==> config.mk <==
export PLATFORM = sky130hd
export DESIGN_NAME = rtcaf_device_flat
export DESIGN_NICKNAME = d
export VERILOG_FILES = /design/src/verilog/rtcaf_pkg.sv /design/src/verilog/rtcaf_bus_if.sv /design/src/verilog/rtcaf_device.sv /design/src/flat_wrapper.sv
export SDC_FILE = /design/constraint.sdc
export NUM_CORES = 1
export LEC_CHECK = 0
export BUFFER_PORTS_ARGS = -buffer_cell sky130_fd_sc_hd__buf_2
export CORE_ASPECT_RATIO = 0.6
export CORE_MARGIN = 2
export CORE_UTILIZATION = 60
export DETAILED_ROUTE_END_ITERATION = 16
export PLACE_DENSITY = 0.82
export SKIP_CTS_REPAIR_TIMING = 1
export SLEW_MARGIN = 10
export SYNTH_ARGS = -nofsm -noshare
export SYNTH_HDL_FRONTEND = slang
export SYNTH_SLANG_ARGS = --single-unit
==> constraint.sdc <==
create_clock -name clock_i -period 13.6 [get_ports clock_i]
set_clock_uncertainty 0.05 [all_clocks]
set_input_delay 2.72 -clock clock_i [delete_from_list [all_inputs] [get_ports clock_i]]
set_output_delay 2.72 -clock clock_i [all_outputs]
set_load 0.05 [all_outputs]
==> src/verilog/rtcaf_pkg.sv <==
// constants shared by both ends of the rtc alarm and flag block
// ****************************************************************
// Overview of operation
// - power-up clears halt, square, enables, steer
// - four mask bits pick alarm rate
// - undefined mask patterns act once per second
// - day-or-date bit picks date or weekday
// - unmasked match sets alarm match flag
// - alarm flag with enable raises interrupt
// - halt bit zero runs oscillator
// - square output follows oscillator unless disabled
// - backup square enable keeps wave on battery with aux supply
// - two read-only battery-low bits 7 and 6
// - power-fail floats request unless hold set
// - release bit zero drives request low
// - alarm-power or wake key clears release bit
// - read or zero-write clears alarm, key flags
// - wake key event or write sets key flag
// - watchdog timeout sets flag, zero-write clears
// - pending is OR of three enabled flags
// - flag read clears flags after strobe ends
// - interrupt releases only after pending clears
// - alarm power enable drives request independently
// - alarm wakeup needs transfers enabled
// ****************************************************************
package rtcaf_pkg;
  localparam logic [4:0] ADDR_SEC      = 5'h00;
  localparam logic [4:0] ADDR_MIN      = 5'h01;
  localparam logic [4:0] ADDR_HOUR     = 5'h02;
  localparam logic [4:0] ADDR_DAY      = 5'h03;
  localparam logic [4:0] ADDR_DATE     = 5'h04;
  localparam logic [4:0] ADDR_MONTH    = 5'h05;
  localparam logic [4:0] ADDR_ALM_SEC  = 5'h08;
  localparam logic [4:0] ADDR_ALM_MIN  = 5'h09;
  localparam logic [4:0] ADDR_ALM_HOUR = 5'h0a;
  localparam logic [4:0] ADDR_ALM_DAY  = 5'h0b;
  localparam logic [4:0] ADDR_WD_LO    = 5'h0c;
  localparam logic [4:0] ADDR_WD_HI    = 5'h0d;
  localparam logic [4:0] ADDR_FLAGS    = 5'h0e;
  localparam logic [4:0] ADDR_CTRL     = 5'h0f;
  // month register bits
  localparam int BIT_OSC_HALT   = 7;
  localparam int BIT_SQ_DIS     = 6;
  localparam int BIT_BK_SQ      = 5;
  // flag register bits
  localparam int BIT_MAIN_LOW   = 7;
  localparam int BIT_AUX_LOW    = 6;
  localparam int BIT_PWR_HOLD   = 5;
  localparam int BIT_PWR_REL    = 4;
  localparam int BIT_ALM_FLAG   = 3;
  localparam int BIT_KEY_FLAG   = 2;
  localparam int BIT_TMO_FLAG   = 1;
  localparam int BIT_IRQ_PEND   = 0;
  // control register bits, then alarm register mask and day-select bits
  localparam int BIT_XFER_EN    = 7;
  localparam int BIT_ALM_PWR_EN = 4;
  localparam int BIT_ALM_IRQ_EN = 3;
  localparam int BIT_KEY_IRQ_EN = 2;
  localparam int BIT_WD_EN      = 1;
  localparam int BIT_WD_STEER   = 0;
  localparam int BIT_ALM_MASK   = 7;
  localparam int BIT_DAY_SEL    = 6;
  localparam logic [7:0] RESET_BYTE = 8'h00;
  // host strobe timing: address hold of 15 ns before the clearing edge
  localparam int CLOCK_NS       = 40;
  localparam int ADDR_HOLD_NS   = 15;
  localparam int ADDR_HOLD_CYC  =
    (ADDR_HOLD_NS + CLOCK_NS - 1) / CLOCK_NS;
endpackage : rtcaf_pkg

==> src/verilog/rtcaf_bus_if.sv <==
// byte bus and pins between the host and the rtc flag block
`timescale 1ns/10ps
`default_nettype none
interface rtcaf_bus_if;
  logic [4:0] addr;
  logic [7:0] wdata;
  logic [7:0] rdata;
  logic       cs_n;
  logic       oe_n;
  logic       we_n;
  logic       irq_n;
  logic       power_on_request_n;
  logic       power_on_request_oe;
  modport dev (
    input  addr, wdata, cs_n, oe_n, we_n,
    output rdata, irq_n, power_on_request_n, power_on_request_oe
  );
  modport host (
    output addr, wdata, cs_n, oe_n, we_n,
    input  rdata, irq_n, power_on_request_n, power_on_request_oe
  );
endinterface : rtcaf_bus_if
`default_nettype wire

==> src/verilog/rtcaf_device.sv <==
// device end: alarm compare, control bits, flags and outputs
`timescale 1ns/10ps
`default_nettype none
module rtcaf_device (
  input  wire logic       clock_i,
  input  wire logic       rst_i,
  rtcaf_bus_if.dev        bus,
  input  wire logic       osc_tick_i,
  input  wire logic       second_tick_i,
  input  wire logic       kick_input_n_i,
  input  wire logic       watchdog_timeout_i,
  input  wire logic       power_fail_i,
  input  wire logic       on_battery_i,
  input  wire logic       aux_supply_i,
  input  wire logic       main_battery_low_i,
  input  wire logic       aux_battery_low_i,
  output logic            oscillator_run_o,
  output logic            square_wave_out_o,
  output logic            watchdog_kick_o
);
  import rtcaf_pkg::*;

  // ****************************************************************
  // register storage
  // ****************************************************************
  logic [7:0] regs_q [0:15];
  logic [7:0] regs_d [0:15];
  logic [3:0] flags_q, flags_d;   // alarm, key, timeout, pending
  logic       rel_q, rel_d, hold_q, hold_d;
  logic       kick_q, sq_q, sq_d;
  logic       rd_act_q, rd_act_d;
  logic [1:0] hold_cnt_q, hold_cnt_d;
  logic [4:0] rd_addr_q, rd_addr_d;
  logic       fail_q;

  wire        rd_on  = !bus.cs_n && !bus.oe_n;
  wire        wr_on  = !bus.cs_n && !bus.we_n && bus.oe_n;
  wire        sel_lo = (bus.addr[4] == 1'b0);
  wire [3:0]  idx    = bus.addr[3:0];

  // ****************************************************************
  // alarm compare
  // ****************************************************************
  logic [3:0] mask;
  logic       alm_hit, day_sel;
  logic [5:0] day_ref;
  always_comb begin
    mask    = {regs_q[ADDR_ALM_DAY[3:0]][BIT_ALM_MASK],
               regs_q[ADDR_ALM_HOUR[3:0]][BIT_ALM_MASK],
               regs_q[ADDR_ALM_MIN[3:0]][BIT_ALM_MASK],
               regs_q[ADDR_ALM_SEC[3:0]][BIT_ALM_MASK]};
    day_sel = regs_q[ADDR_ALM_DAY[3:0]][BIT_DAY_SEL];
    day_ref = day_sel ? regs_q[ADDR_DAY[3:0]][5:0]
                      : regs_q[ADDR_DATE[3:0]][5:0];
    unique case (mask)
      4'b1110: alm_hit = regs_q[0][6:0] == regs_q[8][6:0];
      4'b1100: alm_hit = regs_q[0][6:0] == regs_q[8][6:0]
                      && regs_q[1][6:0] == regs_q[9][6:0];
      4'b1000: alm_hit = regs_q[0][6:0] == regs_q[8][6:0]
                      && regs_q[1][6:0] == regs_q[9][6:0]
                      && regs_q[2][5:0] == regs_q[10][5:0];
      4'b0000: alm_hit = regs_q[0][6:0] == regs_q[8][6:0]
                      && regs_q[1][6:0] == regs_q[9][6:0]
                      && regs_q[2][5:0] == regs_q[10][5:0]
                      && day_ref == regs_q[11][5:0];
      default: alm_hit = 1'b1;
    endcase
  end

  wire xfer_en  = regs_q[ADDR_CTRL[3:0]][BIT_XFER_EN];
  // compare only on the update tick so each second matches once
  wire alm_evt  = second_tick_i && xfer_en && alm_hit;
  wire key_evt  = kick_q && !kick_input_n_i;
  wire [7:0] ctl = regs_q[ADDR_CTRL[3:0]];

  // ****************************************************************
  // bus and flag next state
  // ****************************************************************
  logic [7:0] flag_byte;
  logic       clr_rd;
  always_comb begin
    for (int i = 0; i < 16; i++) begin
      regs_d[i] = regs_q[i];
    end
    flags_d    = flags_q;
    rel_d      = rel_q;
    hold_d     = hold_q;
    rd_act_d   = rd_act_q;
    hold_cnt_d = hold_cnt_q;
    rd_addr_d  = rd_addr_q;
    clr_rd     = 1'b0;
    // flag read: arm once address held, clear when strobe ends
    if (rd_on && bus.addr == ADDR_FLAGS) begin
      if (bus.addr != rd_addr_q) begin
        hold_cnt_d = 2'h0;
      end else if (hold_cnt_q != 2'(ADDR_HOLD_CYC)) begin
        hold_cnt_d = hold_cnt_q + 2'h1;
      end else begin
        rd_act_d = 1'b1;
      end
    end
    if (rd_act_q && (!rd_on || bus.addr != ADDR_FLAGS)) begin
      clr_rd   = 1'b1;
      rd_act_d = 1'b0;
      hold_cnt_d = 2'h0;
    end
    rd_addr_d = rd_on ? bus.addr : 5'h1f;
    if (clr_rd) begin
      flags_d = 4'h0;
    end
    if (wr_on && sel_lo) begin
      if (idx == ADDR_FLAGS[3:0]) begin
        hold_d = bus.wdata[BIT_PWR_HOLD];
        rel_d  = bus.wdata[BIT_PWR_REL];
        if (!bus.wdata[BIT_ALM_FLAG]) flags_d[3] = 1'b0;
        if (!bus.wdata[BIT_KEY_FLAG]) flags_d[2] = 1'b0;
        else flags_d[2] = 1'b1;
        if (!bus.wdata[BIT_TMO_FLAG]) flags_d[1] = 1'b0;
      end else begin
        regs_d[idx] = bus.wdata;
      end
    end
    // hardware events win over any clear in the same cycle
    if (alm_evt) flags_d[3] = 1'b1;
    if (key_evt) flags_d[2] = 1'b1;
    if (watchdog_timeout_i) flags_d[1] = 1'b1;
    // pending follows the enabled flags, so the pin drops with it
    flags_d[0] = (flags_d[3] && ctl[BIT_ALM_IRQ_EN])
              || (flags_d[2] && ctl[BIT_KEY_IRQ_EN])
              || (flags_d[1] && ctl[BIT_WD_EN]);
    if ((flags_d[3] && ctl[BIT_ALM_PWR_EN]) || flags_d[2]) begin
      rel_d = 1'b0;
    end
    flag_byte = {main_battery_low_i, aux_battery_low_i,
                 hold_q, rel_q, flags_q};
  end

  // ****************************************************************
  // square wave
  // ****************************************************************
  always_comb begin
    sq_d = 1'b0;
    if (!regs_q[ADDR_MONTH[3:0]][BIT_OSC_HALT]) begin
      if (on_battery_i) begin
        sq_d = regs_q[ADDR_MONTH[3:0]][BIT_BK_SQ]
            && aux_supply_i && osc_tick_i;
      end else begin
        sq_d = !regs_q[ADDR_MONTH[3:0]][BIT_SQ_DIS]
            && osc_tick_i;
      end
    end
  end

  always_ff @(posedge clock_i or posedge rst_i) begin
    if (rst_i) begin
      for (int i = 0; i < 16; i++) begin
        regs_q[i] <= RESET_BYTE;
      end
      flags_q    <= 4'h0;
      rel_q      <= 1'b1;
      hold_q     <= 1'b0;
      kick_q     <= 1'b1;
      sq_q       <= 1'b0;
      rd_act_q   <= 1'b0;
      hold_cnt_q <= 2'h0;
      rd_addr_q  <= 5'h1f;
      fail_q     <= 1'b0;
    end else begin
      regs_q     <= regs_d;
      flags_q    <= flags_d;
      rel_q      <= rel_d;
      hold_q     <= hold_d;
      kick_q     <= kick_input_n_i;
      sq_q       <= sq_d;
      rd_act_q   <= rd_act_d;
      hold_cnt_q <= hold_cnt_d;
      rd_addr_q  <= rd_addr_d;
      fail_q     <= power_fail_i;
    end
  end

  // ****************************************************************
  // outputs
  // ****************************************************************
  logic [7:0] rdata_q;
  always_ff @(posedge clock_i or posedge rst_i) begin
    if (rst_i) begin
      rdata_q <= 8'h00;
    end else if (!sel_lo) begin
      rdata_q <= 8'h00;
    end else if (idx == ADDR_FLAGS[3:0]) begin
      rdata_q <= flag_byte;
    end else begin
      rdata_q <= regs_q[idx];
    end
  end
  assign bus.rdata = rdata_q;
  assign bus.irq_n = !flags_q[0];
  // open-drain request: driven low only, floats when released
  assign bus.power_on_request_n  = 1'b0;
  assign bus.power_on_request_oe = !rel_q
                                && (!fail_q || hold_q);
  assign oscillator_run_o  = !regs_q[ADDR_MONTH[3:0]][BIT_OSC_HALT];
  assign square_wave_out_o = sq_q;
  assign watchdog_kick_o   = wr_on && sel_lo
                          && (idx == ADDR_WD_LO[3:0] || idx == ADDR_WD_HI[3:0]);
endmodule : rtcaf_device
`default_nettype wire

==> src/flat_wrapper.sv <==
// flat-port wrapper written by rule: the top's interface ports become plain ports
module rtcaf_device_flat import rtcaf_pkg::*;
  (clock_i, rst_i, osc_tick_i, second_tick_i, kick_input_n_i, watchdog_timeout_i, power_fail_i, on_battery_i, aux_supply_i, main_battery_low_i, aux_battery_low_i, oscillator_run_o, square_wave_out_o, watchdog_kick_o, bus_addr, bus_wdata, bus_cs_n, bus_oe_n, bus_we_n, bus_rdata, bus_irq_n, bus_power_on_request_n, bus_power_on_request_oe);
  rtcaf_bus_if bus_i ();
  input  wire logic clock_i;
  input  wire logic rst_i;
  input  wire logic osc_tick_i;
  input  wire logic second_tick_i;
  input  wire logic kick_input_n_i;
  input  wire logic watchdog_timeout_i;
  input  wire logic power_fail_i;
  input  wire logic on_battery_i;
  input  wire logic aux_supply_i;
  input  wire logic main_battery_low_i;
  input  wire logic aux_battery_low_i;
  output logic oscillator_run_o;
  output logic square_wave_out_o;
  output logic watchdog_kick_o;
  input wire logic [$bits(bus_i.addr)-1:0] bus_addr;
  input wire logic [$bits(bus_i.wdata)-1:0] bus_wdata;
  input wire logic [$bits(bus_i.cs_n)-1:0] bus_cs_n;
  input wire logic [$bits(bus_i.oe_n)-1:0] bus_oe_n;
  input wire logic [$bits(bus_i.we_n)-1:0] bus_we_n;
  output wire logic [$bits(bus_i.rdata)-1:0] bus_rdata;
  output wire logic [$bits(bus_i.irq_n)-1:0] bus_irq_n;
  output wire logic [$bits(bus_i.power_on_request_n)-1:0] bus_power_on_request_n;
  output wire logic [$bits(bus_i.power_on_request_oe)-1:0] bus_power_on_request_oe;
  assign bus_i.addr = bus_addr;
  assign bus_i.wdata = bus_wdata;
  assign bus_i.cs_n = bus_cs_n;
  assign bus_i.oe_n = bus_oe_n;
  assign bus_i.we_n = bus_we_n;
  assign bus_rdata = bus_i.rdata;
  assign bus_irq_n = bus_i.irq_n;
  assign bus_power_on_request_n = bus_i.power_on_request_n;
  assign bus_power_on_request_oe = bus_i.power_on_request_oe;
  rtcaf_device u_core (.clock_i(clock_i), .rst_i(rst_i), .bus(bus_i), .osc_tick_i(osc_tick_i), .second_tick_i(second_tick_i), .kick_input_n_i(kick_input_n_i), .watchdog_timeout_i(watchdog_timeout_i), .power_fail_i(power_fail_i), .on_battery_i(on_battery_i), .aux_supply_i(aux_supply_i), .main_battery_low_i(main_battery_low_i), .aux_battery_low_i(aux_battery_low_i), .oscillator_run_o(oscillator_run_o), .square_wave_out_o(square_wave_out_o), .watchdog_kick_o(watchdog_kick_o));
endmodule
======== Word-level counts from Yosys, hierarchy flattened ========
Index checks and enable logic that the tools add are counted.
cells by class
  $add $sub $neg .......................... 1
  magnitude comparators ................... 2
  eq/ne operators ......................... 16
  mux-type cells .......................... 34
  bitwise logic cells ..................... 3
  reduce and logical (&&, ||, !) cells .... 48
operator list
  kind                                                                     count
  128-bit bitwise mux                                                      1
  8-bit 2-to-1 mux                                                         5
  8-bit binary-select mux with 4-bit select                                1
  8-bit demux with 4-bit select                                            1
  4-bit == test, second input constant                                     6
  1-bit logical AND                                                        22
  1-bit 2-to-1 mux                                                         16
  7-bit == test                                                            2
  6-bit == test                                                            2
  1-bit zero test                                                          10
  2-bit 2-to-1 mux                                                         4
  2-bit AND reduction                                                      4
  1-bit logical OR                                                         6
  3-bit 2-to-1 mux                                                         2
  6-bit 2-to-1 mux                                                         1
  2-bit nonzero test                                                       3
  5-bit by 4-bit == test with 1-bit output, second input constant          1
  5-bit >= comparator, second input constant                               1
  5-bit by 1-bit < comparator with 1-bit output, second input constant     1
  5-bit 2-to-1 mux                                                         1
  5-bit by 4-bit inequality test with 1-bit output, second input constant  1
  5-bit inequality test                                                    1
  4-bit NOT with 5-bit output                                              1
  4-bit zero test                                                          1
  other kinds (8)                                                          10
storage, ports and cells
  bits in registers ....................... 153
  output and inout bits ................... 14

======== Longest topological paths before layout ========
Gate-level depths: netlist (run 1).
  word-level depth ........................ 15
  depth in mapped cells ................... 8
  depth with buffers taken out ............ 6

======== Worst setup path after synthesis (run 1) ========
OpenSTA, ideal clock, no wires.
  path kind ............................... input to output
  start point ............................. input bus_we_n
  end point ............................... output watchdog_kick_o
  arrival ................................. 4,285 ps
  slack ................................... 6,545 ps
  stages on the path ...................... 3
  path through ............................ or4b_4 or2_2 nor2_1
between the ends
  longest elaborated chain between the ends .. 5
ends and longest elaborated chain
  what                            line                 RTL
  from (decl)                     flat_wrapper.sv:23   input wire logic [$bits(bus_i.we_n)-1:0] bus_we_n;
  1-bit zero test                 rtcaf_device.sv:37   wire wr_on = !bus.cs_n && !bus.we_n && bus.oe_n;
  1-bit logical AND (2 in a row)  rtcaf_device.sv:37
  1-bit logical AND               rtcaf_device.sv:205  assign watchdog_kick_o = wr_on && sel_lo
  1-bit logical AND               rtcaf_device.sv:206  && (idx == ADDR_WD_LO[3:0] || idx == ADDR_WD_HI[3:0]);
  to (decl)                       flat_wrapper.sv:18   output logic watchdog_kick_o;
Every way passes these cells.

======== Worst setup path after layout (run 1) ========
  start point ............................. input bus_addr[4]
  end point ............................... output watchdog_kick_o
between the ends
  longest elaborated chain between the ends .. 3
ends and longest elaborated chain
  what               line                 RTL
  from (decl)        flat_wrapper.sv:19   input wire logic [$bits(bus_i.addr)-1:0] bus_addr;
  1-bit NOT          rtcaf_device.sv:38   wire sel_lo = (bus.addr[4] == 1'b0);
  1-bit logical AND  rtcaf_device.sv:205
  1-bit logical AND  rtcaf_device.sv:206
Every way passes these cells.

==> out/qor.yml, run 1 <==
setup_path:
  timing.critical_path.mode_cell: "buf_2"
  cp.arrival_ns: 4.20
  worstSetupStartpointType: "input port"
  reg2reg_depth: 6
  cpMaxStageDelayCell: "or4b_4"
  worst-setup-path-type: "in -> out"
  cpPeakStageDelay_ns: 0.55
  crit_path_end_kind: "output pin"
  required_ns: 10.83
  crit_chain: "buf_2 > or4b_4 > or2_2 > nor2_1 > buf_2"
  path_max_fanout: 11
  r2r_slack_ns: 11.34
  critPathTopFamily: "simple AND/OR/NAND/NOR gates"
  crit_buf_inv: 2
  cp.depth: 5
global_route:
  antenna_found_initial: 0
  grt_pass1_vias: 4747
  grt_max_degree: 74
  overflow: 0
  grt_usage_pct: 29.7
  grt_pass1_wl_mm: 27.0
floorplan:
  dieWidth_um: 143
  core_um2: 11300
  dieArea_um2: 12500
  ioPinCount: 41
  die_h_um: 87.5
  rows: 30
  start_util_pct: 61.7
cts:
  path_clk_slew_ns: 0.06
  clock-root-buffer: "clkbuf_16"
  numCtsBuffers: 17
  cts_tree: "done"
  htreeDepth: 4
  clk_latency_ns: 0.42
  clk_path_buf_depth: 2
  cts_sinks: 145
synthesis:
  synth_ff_type: "dfrtp_1"
  ys_async_sr_fraction_pct: 100
  post_synth.cell_area_avg_um2: 13.4
  synth-simple-area-share_pct: 7.33
  ys_types: 49
  synth-seq-cells: 145
  syn_nets: 548
  syn_inst: 520
  synthMuxAreaShare_pct: 28.8
  synth_top_family_by_area: "multiplexers"
  synth-edff-count: 0
  ys_seq_area_share_pct: 52.2
  ys_warn_count: 0
  synth_xor_area_share_pct: 3.90
  yosys.area_share.adder_pct: 0.180
  syn_area_um2: 6970
  synth_compound_area_share_pct: 5.28
run:
  drv_cap: 0
final_layout:
  final_core_util_pct: 69.7
  multi_input_area_um2: 3170
  antennaDiodeCount: 0
  final_layout_size_suffix_gt1_share_pct: 42.1
  seqCellArea_um2: 3640
  final_area_um2: 7870
  final_cell_mix: "dfrtp_1, mux2_2, buf_2"
  syn_to_final_growth_pct: 13.0
  final_common_cell: "dfrtp_1"
  final_nets: 578
  fill_cells: 749
power_and_ir_drop:
  vdd.ir_drop.worst_mv: 0.0892
  power_density_nw_per_um2: 142
  power_leakage_nw: 3.72
  total_power_w: 0.00112
timing:
  period_needed_ns: 6.97
  finalHoldViolCount: 0
  worstMarginPinSlew_ns: 1.02
  tns_ns: 0
  drv_slew: 0
  slew_headroom_pct: 31.6
  rsz0062_at_grt: "false"
  setup_viol: 0
  period_share_pct: 51.3
  max_freq_ghz: 0.143
detailed_routing:
  drt_drc_violations_left: 0
  antenna_left: 0
  dr.pass1.iters: 5
  wl_per_cell_um: 23.7
  routed_wl_mm: 17.1
  drtIter0Drc: 521
  via_count: 4623
  avgViaCountPerCell: 6.39
placement:
  gp_congestion: 0.879
  placed_cell_area_um2: 7260
  io_buffer_count: 39
  dp_hpwl_mm: 11.6
hold_path:
  hold_path_depth: 2
  min_path_type: "reg -> reg"
status:
  status: "finished clean"
[where the power goes]
| part | internal (W) | leakage [nW] | switching, W | total (W) |
|---|---|---|---|---|
| Clock | 0.000298 | 0.295 | 0.000185 | 0.000483 |
| Sequential | 0.000467 | 1.93 | 0.0000267 | 0.000493 |
| Combinational | 0.0000613 | 1.49 | 0.0000796 | 0.000141 |
[worst paths after layout]
kind | end | startpoint
min | u_core.regs_q[66] | u_core.regs_q[66]
max | watchdog_kick_o | bus_addr[4]
max reg2reg | u_core.flags_q[0] | u_core.day_sel
min reg2reg | u_core.regs_q[66] | u_core.regs_q[66]
min in group asynchronous | u_core.regs_q[33] | rst_i
max in group asynchronous | u_core.regs_q[125] | rst_i
[logic make-up (layout without fill, tap and decap cells)]
logic type                 after synthesis  after routing
other                                    1              1
DFF                                    145            145
AOI/OAI and AO/OA                       57             57
xor gates and xnor gates                31             31
buffers and inverters                   38             81
and+or+nand+nor                         93             93
muxes                                  154            154
adders and majority gates                1              1
[worst min-delay path: stages, from the launching register on]
cell	delay, ns
dfrtp_1	0.34
nand2_1	0.05
o21ai_0	0.06
[stage by stage]
step | hold slack (ns) | setup slack (ns) | cells
3_5_place_dp | 0.420 | 6.66 | 691
5_1_grt | 0.454 | 6.57 | 723
2_1_floorplan | 0.382 | 6.55 | 520
3_3_place_gp | 0.410 | 6.67 | 691
4_1_cts | 0.433 | 6.64 | 723
6_report | 0.430 | 6.63 | 723
[cell type report]
class | count | area share [%]
Inverter | 7 | 0.397
Tap cell | 160 | 2.54
Sequential cell | 145 | 46.2
Timing Repair Buffer | 42 | 2.77
Multi-Input combinational cell | 337 | 40.3
Clock buffer | 19 | 5.76
Clock inverter | 13 | 2.02
[routing by layer]
metal / up-vias / global-route usage (%) / wire (um)
met4: 0 / 10.4 / 408
met1: 2384 / 43.0 / 7510
met5: - / 0 / 0
li1: 1966 / - / -
met3: 42 / 8.58 / 1530
met2: 231 / 43.5 / 7690
[cells in the mapped netlist, types with 2 or more instances]
master     instances  area, um2
xnor2_1            8       70.1
clkbuf_1          18       67.6
dfstp_2            7        184
nor2_2             2       12.5
nand2b_1           2       12.5
nor4_1             4       25.0
or3_1              6       37.5
mux4_2            25        563
nand4_1            2       12.5
buf_1              3       11.3
and2_1             3       18.8
or2_2              2       12.5
dfrtp_1          138       3450
xor2_1            23        201
a211oi_1           8       60.1
o22ai_1            8       50.1
mux2_2           121       1360
a21oi_1            4       20.0
o21ai_0           21        105
a2111oi_0          7       61.3
nor2b_1           10       62.6
nand3_1            6       30.0
inv_1              7       26.3
nor2_1            15       56.3
a21o_1             2       15.0
nand2_1           26       97.6
nor3_1             5       25.0
buf_2              9       45.0
mux2i_1            8       80.1
[registers in the layout, indices dropped and copies added, names as in the netlist]
name and count:
u_core.regs_q 107, u_core.bus.rdata 8, u_core.ctl 8, u_core.rd_addr_q 5, u_core.flags_q 4, u_core.mask 4
u_core.hold_cnt_q 2, u_core.day_sel 1, u_core.fail_q 1, u_core.hold_q 1, u_core.kick_q 1, u_core.rd_act_q 1
u_core.rel_q 1, u_core.square_wave_out_o 1
Note: power is estimated with default switching activity, not from simulation.
==> run 2, diff against run 1 <==
CORE_UTILIZATION = 55   (was 60)
PLACE_DENSITY = 0.79   (was 0.82)
clock period = 6.32 ns   (was 13.6 ns; I/O delays follow)
==> run 2 against run 1 <==
Die area is 8.8% higher. Combinational power is 110% higher. Setup slack worse by 4.4 ns. Highest routed layer unchanged. Hold slack worse by 0.0028 ns.
==> out/qor.yml, run 2 (same netlist as run 1, synthesis figures left out) <==
status:
  status: "finished clean"
setup_path:
  r2r_slack_ns: 4.18
  reg2reg_depth: 6
  cp.arrival_ns: 2.77
  r2r-end: "u_core.flags_q[0]"
  required_ns: 5.01
  worstSetupStartpointType: "input port"
  crit_path_end_kind: "output pin"
  setup.worst_path.end: "watchdog_kick_o"
  startpoint: "bus_addr[4]"
  worst-setup-path-type: "in -> out"
  path_max_fanout: 11
  r2r_start: "u_core.regs_q[113]"
timing:
  drv_slew: 0
  worstMarginPinSlew_ns: 0.995
  finalHoldViolCount: 0
  max_freq_ghz: 0.245
  period_needed_ns: 4.08
  setup_viol: 0
  tns_ns: 0
  period_share_pct: 64.6
  slew_headroom_pct: 33.5
  rsz0062_at_grt: "false"
final_layout:
  final_common_cell: "dfrtp_1"
  final_nets: 578
  largest_register_ffs: 107
  final_cell_mix: "dfrtp_1, mux2_2, buf_2"
  fill_cells: 907
  syn_to_final_growth_pct: 12.7
  antennaDiodeCount: 0
  final_layout_size_suffix_gt1_share_pct: 41.9
  top_register: "u_core.regs_q"
floorplan:
  ioPinCount: 41
  dieWidth_um: 149
  rows: 31
  die_h_um: 91.2
  core_um2: 12200
  start_util_pct: 57.0
  dieArea_um2: 13600
power_and_ir_drop:
  swShare_pct: 26.3
  vdd.ir_drop.worst_mv: 0.212
  power_leakage_nw: 3.71
  combPwrFrac_pct: 12.7
  seq_power_share_pct: 45.0
  clock_power_share_pct: 42.3
  power.switching_w: 0.000619
  power_density_nw_per_um2: 300
  power.internal_w: 0.00174
  total_power_w: 0.00236
global_route:
  grt_max_degree: 82
  antenna_found_initial: 0
  grt_pass1_vias: 4613
  grt_usage_pct: 27.3
  grt_pass1_wl_mm: 27.2
  overflow: 0
cts:
  htreeDepth: 4
  clk_latency_ns: 0.42
  path_clk_slew_ns: 0.06
  cts_sinks: 145
  clock-root-buffer: "clkbuf_16"
  numCtsBuffers: 17
  cts_tree: "done"
  clk_path_buf_depth: 2
hold_path:
  hold_path_depth: 2
  min_path_type: "reg -> reg"
detailed_routing:
  dr.max_layer_used: "met4"
  dr.pass1.iters: 5
  routed_wl_mm: 17.4
  wl_met2_mm: 7.66
  wl_met1_mm: 7.83
  wl_per_cell_um: 23.9
  dr_wl_met3_mm: 1.55
  antenna_left: 0
  via_count: 4656
  drt_drc_violations_left: 0
  avgViaCountPerCell: 6.40
  drtIter0Drc: 437
run:
  drv_cap: 0
placement:
  dp_hpwl_mm: 11.7
  io_buffer_count: 39
  gp_congestion: 0.945
[run 2: cell types whose count changed in the layout (fill, tap and decap cells not counted)]
| cell | before | now |
|---|---|---|
| clkinvlp_4 | 3 | 1 |
| clkinv_4 | 2 | 3 |
| inv_6 | 2 | 3 |
| bufinv_16 | 3 | 2 |
| clkbuf_1 | 0 | 1 |
[run 2: worst min-delay path by stage]
stage	startpoint	end	slack, ns
floorplan	u_core.ctl[4]	u_core.rel_q	0.38
global placement	u_core.regs_q[66]	u_core.regs_q[66]	0.41
detailed placement	u_core.regs_q[66]	u_core.regs_q[66]	0.42
CTS	u_core.regs_q[66]	u_core.regs_q[66]	0.43
global route	u_core.regs_q[68]	u_core.regs_q[68]	0.46
finish	u_core.regs_q[82]	u_core.regs_q[82]	0.43
[run 2: worst max-delay path: stages]
cell and delay [ns]:
buf_2 0.18, or4b_4 0.55, or2_2 0.37, nor2_1 0.12
buf_2 0.28
[run 2: final cells by class]
cell class / instances / area [um2] / area share (%)
Sequential cell: 145 / 3640 / 46.3
Multi-Input combinational cell: 337 / 3170 / 40.4
Clock buffer: 20 / 457 / 5.82
Timing Repair Buffer: 42 / 218 / 2.77
Tap cell: 165 / 206 / 2.63
Clock inverter: 12 / 131 / 1.67
Inverter: 7 / 31.3 / 0.398
[run 2: power groups by stage]
stage	clock, W	combinational (W)	sequential (W)
after floorplan	0	0.000210	0.00107
after CTS	0.00101	0.000297	0.00106
final	0.000998	0.000300	0.00106
after global placement	0	0.000285	0.00107
after global routing	0.00105	0.000322	0.00107
after detailed placement	0	0.000293	0.00107
[run 2: per-layer routing]
metal	GRT usage, %	up-vias
met4	8.57	0
met1	41.4	2428
met3	7.29	38
met2	38.1	219
met5	3.08	-
li1	-	1971
[run 2: per-stage QoR]
step	util, %	area [um2]	cells	hold WS, ns	worst slack (ns)
6_report	64.3	7850	728	0.427	2.24
5_1_grt	64.3	7850	728	0.456	2.20
4_1_cts	64.3	7850	728	0.431	2.26
3_5_place_dp	59.5	7260	696	0.417	2.27
3_3_place_gp	59.5	7260	696	0.410	2.28
2_1_floorplan	-	6970	520	0.382	1.12
